<file path="src/design/gpio_port_regs.vh">
// Register offsets, reset values and field masks of the six-bit port
`ifndef GPIO_PORT_REGS_VH
`define GPIO_PORT_REGS_VH
`define PIN_LEVEL_OFS        8'h00
`define OUTPUT_LATCH_OFS     8'h04
`define DIRECTION_OFS        8'h08
`define ANALOG_SELECT_OFS    8'h0C
`define PULLUP_OFS           8'h10
`define THRESHOLD_OFS        8'h14
`define SLEW_OFS             8'h18
`define OPEN_DRAIN_OFS       8'h1C
`define PORT_CONFIG_OFS      8'h20
`define DIRECTION_RESET      6'h3F
`define ANALOG_RESET         6'h37
`define IMPL_MASK            6'h37
`define PIN3_BIT             3
`define CFG_RESET_EN_BIT     0
`endif

</file>
<file path="src/design/six_bit_io_port_control.v">
// Six-bit general-purpose I/O port control with an AHB-Lite register slave
// Notes on behaviour
// Writes to latch or pin-level register both update the output latch.
// Latch reads return latch; pin-level reads return sampled pin levels.
// Analog-select bit disables the pin's digital input buffer.
// Analog pins always read zero through the pin-level register.
// Analog select leaves digital output driving untouched.
// Analog-select bits reset to the analog state.
// Each pin's output source defaults to the latch after reset.
// Enabled peripheral takes over output; pin level still readable.
// Enabled analog output forces the digital driver off.
// Six pins; direction one disables driver, zero drives latch value.
// Pin three is input-only; its direction bit reads one.
// Pin-level register writes store modified pin levels into the latch.
// Direction bits still control drivers on analog-input pins.
// Per-pin open-drain select: only sink when set, push-pull when clear.
// Per-pin slew-limit select drives the pad slew control; the code masks off bit 3, so pin three's slew_limit stays zero.
// Per-pin threshold select drives the pad input threshold control.
// Per-pin weak pull-up enable bit.
// Pin three pull-up on when external reset enabled or its bit set.
// Two-wire serial use of a pin forces open-drain by itself.
// Analog input functions connect only while analog select is set.
// Pin three reads one while the external reset input is enabled.
// Registers written on the clock edge, effective next cycle.
`timescale 1ns/1ps
`default_nettype none
`include "gpio_port_regs.vh"
module six_bit_io_port_control #(
    parameter WIDTH = 6
) (
    input  wire             hclk,
    input  wire             hresetn,
    input  wire             hsel,
    input  wire [31:0]      haddr,
    input  wire [1:0]       htrans,
    input  wire             hwrite,
    input  wire [2:0]       hsize,
    input  wire [31:0]      hwdata,
    input  wire             hready,
    output wire             hreadyout,
    output wire             hresp,
    output reg  [31:0]      hrdata,
    input  wire [WIDTH-1:0] pin_in,
    output reg  [WIDTH-1:0] pin_out,
    output reg  [WIDTH-1:0] pin_oe,
    output reg  [WIDTH-1:0] pullup_on,
    output reg  [WIDTH-1:0] slew_limit,
    output reg  [WIDTH-1:0] threshold_ttl,
    output reg  [WIDTH-1:0] analog_in_connect,
    output reg  [WIDTH-1:0] digital_in,
    input  wire [WIDTH-1:0] periph_enable,
    input  wire [WIDTH-1:0] periph_out,
    input  wire [WIDTH-1:0] periph_oe,
    input  wire [WIDTH-1:0] twi_use,
    input  wire [WIDTH-1:0] analog_out_enable
);

// ----------------------------------------------------------------
// Registers
// ----------------------------------------------------------------
reg  [WIDTH-1:0] output_latch;
reg  [WIDTH-1:0] direction_ctrl;
reg  [WIDTH-1:0] analog_select;
reg  [WIDTH-1:0] pullup_enable;
reg  [WIDTH-1:0] input_threshold_sel;
reg  [WIDTH-1:0] slew_limit_sel;
reg  [WIDTH-1:0] open_drain_sel;
reg              external_reset_enable;
reg  [WIDTH-1:0] pin_meta;
reg  [WIDTH-1:0] pin_sync;
reg              wr_pend;
reg  [7:0]       wr_addr;
wire [WIDTH-1:0] pin_level_reg;
wire [WIDTH-1:0] mask;
wire             take;
wire [WIDTH-1:0] wd;
integer          i;

assign mask      = `IMPL_MASK;
assign hreadyout = 1'b1;
assign hresp     = 1'b0;
assign take      = hsel & hready & htrans[1];
assign wd        = hwdata[WIDTH-1:0];

// ----------------------------------------------------------------
// Pin sampling
// ----------------------------------------------------------------
always @(posedge hclk or negedge hresetn) begin
    if (!hresetn) begin
        pin_meta <= 6'h00;
        pin_sync <= 6'h00;
    end else begin
        pin_meta <= pin_in;
        pin_sync <= pin_meta;
    end
end

// Analog pins read zero; pin three reads one under external reset
assign pin_level_reg = {pin_sync[5:4] & ~analog_select[5:4],
                        pin_sync[3] | external_reset_enable,
                        pin_sync[2:0] & ~analog_select[2:0]};

// ----------------------------------------------------------------
// Bus slave: address phase captured, write applied in data phase
// ----------------------------------------------------------------
always @(posedge hclk or negedge hresetn) begin
    if (!hresetn) begin
        wr_pend <= 1'b0;
        wr_addr <= 8'h00;
        hrdata  <= 32'h00000000;
    end else begin
        wr_pend <= take & hwrite;
        if (take) begin
            wr_addr <= haddr[7:0];
        end
        if (take & ~hwrite) begin
            hrdata <= 32'h00000000;
            case (haddr[7:0])
                `PIN_LEVEL_OFS:     hrdata[WIDTH-1:0] <= pin_level_reg;
                `OUTPUT_LATCH_OFS:  hrdata[WIDTH-1:0] <= output_latch;
                `DIRECTION_OFS:     hrdata[WIDTH-1:0] <= direction_ctrl | 6'h08;
                `ANALOG_SELECT_OFS: hrdata[WIDTH-1:0] <= analog_select;
                `PULLUP_OFS:        hrdata[WIDTH-1:0] <= pullup_enable;
                `THRESHOLD_OFS:     hrdata[WIDTH-1:0] <= input_threshold_sel;
                `SLEW_OFS:          hrdata[WIDTH-1:0] <= slew_limit_sel;
                `OPEN_DRAIN_OFS:    hrdata[WIDTH-1:0] <= open_drain_sel;
                `PORT_CONFIG_OFS:   hrdata[`CFG_RESET_EN_BIT] <= external_reset_enable;
                default:            hrdata <= 32'h00000000;
            endcase
        end
    end
end

always @(posedge hclk or negedge hresetn) begin
    if (!hresetn) begin
        output_latch          <= 6'h00;
        direction_ctrl        <= `DIRECTION_RESET;
        analog_select         <= `ANALOG_RESET;
        pullup_enable         <= 6'h00;
        input_threshold_sel   <= 6'h00;
        slew_limit_sel        <= 6'h00;
        open_drain_sel        <= 6'h00;
        external_reset_enable <= 1'b1;
    end else if (wr_pend) begin
        case (wr_addr)
            // Latch bits other than bit 3 take the written data; bit 3 is cleared by the mask
            `PIN_LEVEL_OFS:     output_latch <= wd & mask;
            `OUTPUT_LATCH_OFS:  output_latch <= wd & mask;
            `DIRECTION_OFS:     direction_ctrl <= (wd & mask) | 6'h08;
            `ANALOG_SELECT_OFS: analog_select <= wd & mask;
            `PULLUP_OFS:        pullup_enable <= wd;
            `THRESHOLD_OFS:     input_threshold_sel <= wd;
            `SLEW_OFS:          slew_limit_sel <= wd & mask;
            `OPEN_DRAIN_OFS:    open_drain_sel <= wd & mask;
            `PORT_CONFIG_OFS:   external_reset_enable <= hwdata[`CFG_RESET_EN_BIT];
            default:            output_latch <= output_latch;
        endcase
    end
end

// ----------------------------------------------------------------
// Pad control
// ----------------------------------------------------------------
always @* begin
    pin_out           = 6'h00;
    pin_oe            = 6'h00;
    pullup_on         = 6'h00;
    slew_limit        = 6'h00;
    threshold_ttl     = 6'h00;
    analog_in_connect = 6'h00;
    digital_in        = 6'h00;
    for (i = 0; i < WIDTH; i = i + 1) begin
        // Latch is the default source; a peripheral replaces it
        pin_out[i] = periph_enable[i] ? periph_out[i] : output_latch[i];
        pin_oe[i]  = periph_enable[i] ? periph_oe[i] : ~direction_ctrl[i];
        if (open_drain_sel[i] | twi_use[i]) begin
            pin_oe[i]  = pin_oe[i] & ~pin_out[i];
            pin_out[i] = 1'b0;
        end
        if (analog_out_enable[i] || i == `PIN3_BIT) begin
            pin_oe[i] = 1'b0;
        end
        pullup_on[i]         = pullup_enable[i];
        slew_limit[i]        = slew_limit_sel[i];
        threshold_ttl[i]     = input_threshold_sel[i];
        analog_in_connect[i] = analog_select[i];
        digital_in[i]        = pin_sync[i] & ~analog_select[i];
    end
    pullup_on[`PIN3_BIT] = pullup_enable[`PIN3_BIT] | external_reset_enable;
end

endmodule // six_bit_io_port_control
`default_nettype wire

</file>
<file path="config.mk">
export PLATFORM = sky130hd
export DESIGN_NAME = six_bit_io_port_control
export DESIGN_NICKNAME = d
export VERILOG_FILES = /design/src/design/six_bit_io_port_control.v
export VERILOG_INCLUDE_DIRS = /design/src /design/src/design
export SDC_FILE = /design/constraint.sdc
export NUM_CORES = 1
export LEC_CHECK = 0
export BUFFER_PORTS_ARGS = -buffer_cell sky130_fd_sc_hd__buf_2
export CORE_ASPECT_RATIO = 1.4
export CORE_MARGIN = 8
export CORE_UTILIZATION = 28
export CTS_BUF_LIST = sky130_fd_sc_hd__clkbuf_4 sky130_fd_sc_hd__clkbuf_8
export CTS_CLUSTER_SIZE = 25
export DETAILED_ROUTE_END_ITERATION = 12
export HOLD_SLACK_MARGIN = 0.03
export PLACE_DENSITY = 0.61
export SYNTH_ARGS = -nofsm -noshare
export SYNTH_HDL_FRONTEND = slang
export SYNTH_SLANG_ARGS = --single-unit
</file>
<file path="constraint.sdc">
create_clock -name hclk -period 3.4 [get_ports hclk]
set_input_delay 0.68 -clock hclk [delete_from_list [all_inputs] [get_ports hclk]]
set_output_delay 0.68 -clock hclk [all_outputs]
set_load 0.03 [all_outputs]
</file>
Word level (Yosys, flattened, before mapping) --
Cells that the tools add are included.
Cells by class: reduce and logical (&&, ||, !) cells 11, $mul 0, add/subtract/negate cells 0, div/mod/pow operators 0, $lt $le $gt $ge 0, bitwise operators 41, shift operators 0, equality and inequality tests 16, multiplexer cells 29
Operator list (number):
- 8-bit by 5-bit equality test with 1-bit output (second input constant) | 8
- 5-bit one-hot mux with 8 select lines | 1
- 8-bit by 4-bit equality test with 1-bit output (second input constant) | 4
- 1-bit two-way mux | 27
- 8-bit by 3-bit equality test with 1-bit output (second input constant) | 2
- 8-bit by 6-bit equality test with 1-bit output (second input constant) | 2
- 8-bit logical NOT | 2
- 1-bit NOT | 16
- 2-bit AND reduction | 8
- 1-bit AND | 14
- 1-bit one-hot mux with 9 select lines | 1
- 1-bit OR | 7
- 3-bit AND | 1
- 3-bit NOT | 1
- 2-bit AND | 1
- 2-bit NOT | 1
- 2-bit OR reduction | 1
Word-level totals: RAM bits 0, register bits after elaboration 65, output and inout bits 76, memory bits (read-only) 0, memories 0, input port bits 110, latch bits 0

Logic depth before layout (Yosys ltp) --
depth after elaboration 5, gate-level depth with buffers 6, mapped depth without buffers 4

Worst setup path after synthesis --
Ideal clock, no wire load.
kind input to output, start in periph_enable[0], end out pin_oe[0], stages 3, setup slack 1.104 ns, arrival time 1.616 ns, required time 2.720 ns, path buffers 0, path through mux2i_1 nor2_1 nor3_1
On the way: longest elaborated chain between the ends 5, elaborated cells on any way between the ends 6
RTL lines:
- start: declaration | line six_bit_io_port_control.v:51 | input wire [WIDTH-1:0] periph_enable,
- 1-bit two-way mux | line six_bit_io_port_control.v:174 | pin_out[i] = periph_enable[i] ? periph_out[i] : output_latch[i];
- 1-bit NOT | line six_bit_io_port_control.v:177 | pin_oe[i] = pin_oe[i] & ~pin_out[i];
- 1-bit AND | line six_bit_io_port_control.v:177
- 1-bit two-way mux (*) | line six_bit_io_port_control.v:176 | if (open_drain_sel[i] | twi_use[i]) begin
- 1-bit two-way mux (*) | line six_bit_io_port_control.v:180 | if (analog_out_enable[i] || i == `PIN3_BIT) begin
- end: declaration | line six_bit_io_port_control.v:45 | output reg [WIDTH-1:0] pin_oe,
Mark *: on every way between the ends. The rest lies on a longest branch, timed or not.

Worst setup path after layout --
start in periph_enable[4], end out pin_oe[4]
Same word-level chain as after synthesis.

==> impl_metrics.py <==
metrics = {
    "placement": {
        "io_buffers": 98,
        "pre_cts_slack_ns": 1.24,
        "dpl.hpwl_um": 7140,
        "gp_congestion": 0.771,
    },
    "routing": {
        "routedWlPerCell_um": 17.5,
        "postRouteWirelength_um": 9260,
        "drt-initial-drc-count": 178,
        "num_vias": 2459,
        "avgViaCountPerCell": 4.64,
        "drc": 0,
        "ant_nets": 0,
        "detail_route.first_pass.iterations": 5,
    },
    "floorplan": {
        "placementRows": 47,
        "dieArea_um2": 15800,
        "die_w_um": 108,
        "fp.coreArea_um2": 11800,
        "initial_utilization_pct": 28.4,
        "io_pins": 186,
        "die_y_um": 145,
    },
    "clock_tree": {
        "cts-resized-gates": 0,
        "root_buffer": "clkbuf_8",
        "cts_buffers": 9,
        "clockBufferDepth": 2,
        "cts.sinks": 65,
        "postCtsSetupBuffers": 0,
        "path_clk_slew_ns": 0.07,
        "cts_htree_levels": 3,
        "cts_hold_buf": 0,
        "cts_tree": "built",
        "clock_latency_ns": 0.35,
    },
    "synth": {
        "syn_inst": 284,
        "synth_edf_count": 0,
        "ys_warn_count": 0,
        "synth-seq-area-share_pct": 49.0,
        "synth.distinct_cells": 46,
        "synth_top_area_share_pct": 40.4,
        "synthTopCellsByArea": "dfrtp_1 40%, mux2_2 10%, dfstp_2 8.6%",
        "synth_area_leader_cell": "dfrtp_1",
        "synth_ff_type": "dfrtp_1",
        "syn_avg_cell_area_um2": 11.8,
        "async_flop_share_pct": 100,
        "mappedNetlistArea_um2": 3350,
        "ys_ff_latch": 65,
    },
    "sta": {
        "finalCriticalPeriod_ns": 2.15,
        "tightest_slew_ns": 0.663,
        "max_clock_freq_mhz": 464,
        "maxSlewViolCount": 0,
        "setup_viol": 0,
        "setup_tns_ns": 0,
        "hold_viol": 0,
        "slew_headroom_pct": 55.8,
        "fin_crit_sh_pct": 63.4,
        "setup_ws_ns": 1.25,
        "rsz0062_at_grt": "no",
        "fin_skew_ns": 0.0106,
    },
    "worst_setup_path": {
        "r2r-start": "wr_addr[5]$_DFFE_PN0P_",
        "crit_path_start": "periph_enable[4]",
        "cp.required_ns": 2.72,
        "arrival_ns": 1.47,
        "crit_fanout": 3,
        "critPathKind": "in -> out",
        "cp-end-kind": "output pin",
        "startpoint_type": "primary input",
    },
    "finish": {
        "nets": 489,
        "drive_gt1_share_pct": 44.9,
        "insertedDiodeCount": 0,
        "final_util_pct": 33.9,
        "layout_common_cells": "98 x buf_2, 54 x dfrtp_1, 31 x mux2_2, 31 x conb_1, 21 x nor2_1",
        "area_growth_pct": 19.1,
        "final_common_cell": "buf_2",
    },
    "global_routing": {
        "grt_pass1_vias": 2555,
        "grt_pass1_wl_um": 14000,
        "grt_remaining_overflow": 0,
        "grt_max_degree": 53,
        "grtUsageTotal_pct": 11.6,
        "antenna_found_initial": 0,
    },
    "power_and_ir_drop": {
        "peakVddDrop_mv": 0.235,
        "p_leak_nw": 1.91,
        "p_total_w": 0.00175,
        "pwr_density_cell_nw_per_um2": 439,
    },
    "min_path": {
        "hp-class": "in -> async",
    },
    "flow_run": {
        "cap_violations": 0,
    },
    "outcome": {
        "outcome": "complete, no violations",
    },
}
worst max-delay path: stages:
cell and delay [ns]:
buf_2 0.11, mux2i_1 0.24, nor2_1 0.06, nor3_1 0.16, buf_2 0.22
power by group:
group	internal, W	leakage (nW)	switching (W)
clock	0.000273	0.0858	0.000285
combinational	0.000113	1.06	0.000201
sequential	0.000831	0.770	0.0000468
total	0.00122	1.91	0.000533
per-layer routing:
layer / track usage [%] / wire [um]
met1: 13.6 / 3720
met2: 19.0 / 4550
met3: 2.97 / 807
met4: 5.36 / 186
met5: 0 / 0
stage by stage:
stage | std cells | cell area (um^2) | hold WS [ns]
2_1_floorplan | 313 | 3450 | 0.331
3_3_place_gp | 515 | 3820 | 0.332
3_5_place_dp | 515 | 3820 | 0.335
4_1_cts | 530 | 3990 | 0.217
5_1_grt | 530 | 3990 | 0.234
6_report | 530 | 3990 | 0.217
final cells by class:
cell class                      count  area, um^2
Clock inverter                      4        22.5
Sequential cell                    65        1640
Fill cell                        1228        7770
Inverter                            1        3.75
Timing Repair Buffer               99         498
Multi-Input combinational cell    203        1500
Clock buffer                       11         139
Tap cell                          147         184
flip-flops by register name, summed over array words and instances (netlist names):
register and cells:
output_latch 5, pin_sync 6, wr_addr 8, slew_limit 5
analog_in_connect 5, external_reset_enable 1, pullup_enable 6, wr_pend 1
threshold_ttl 6, direction_ctrl 5, hrdata 6, open_drain_sel 5
pin_meta 6
path summary, 6_finish.rpt:
kind,end,slack [ns],depth (start not counted)
max,pin_oe[4],1.25,5
min,output_latch[0]$_DFFE_PN0P_,0.22,1
max reg2reg,direction_ctrl[4]$_DFFE_PN1P_,1.53,4
min reg2reg,pin_sync[1]$_DFF_PN0_,0.35,0
max in group asynchronous,wr_addr[7]$_DFFE_PN0P_,2.21,2
min in group hclk,pin_sync[1]$_DFF_PN0_,0.35,0
Yosys cell counts (3+ instances only):
| library cell | number |
|---|---|
| buf_4 | 37 |
| nor2b_1 | 7 |
| mux4_2 | 4 |
| dfstp_2 | 11 |
| a21oi_1 | 11 |
| buf_2 | 5 |
| mux2_2 | 31 |
| nand3_1 | 4 |
| dfrtp_1 | 54 |
| nor2_1 | 21 |
| nand2_1 | 15 |
| mux2i_1 | 9 |
| o21ai_0 | 3 |
| mux2_1 | 19 |
| nor3_1 | 14 |
cells by family (layout without fill, tap and decap cells):
group,Yosys count,after routing,share of synthesized area [%]
AND/OR/NAND/NOR,82,82,13.7
flip-flops,65,65,49.0
multiplexers,63,63,22.2
buffers and inverters,45,115,9.42
AO/OA/AOI/OAI,27,27,5.39
other,2,31,0.224
Note: power is estimated with default switching activity, not from simulation.
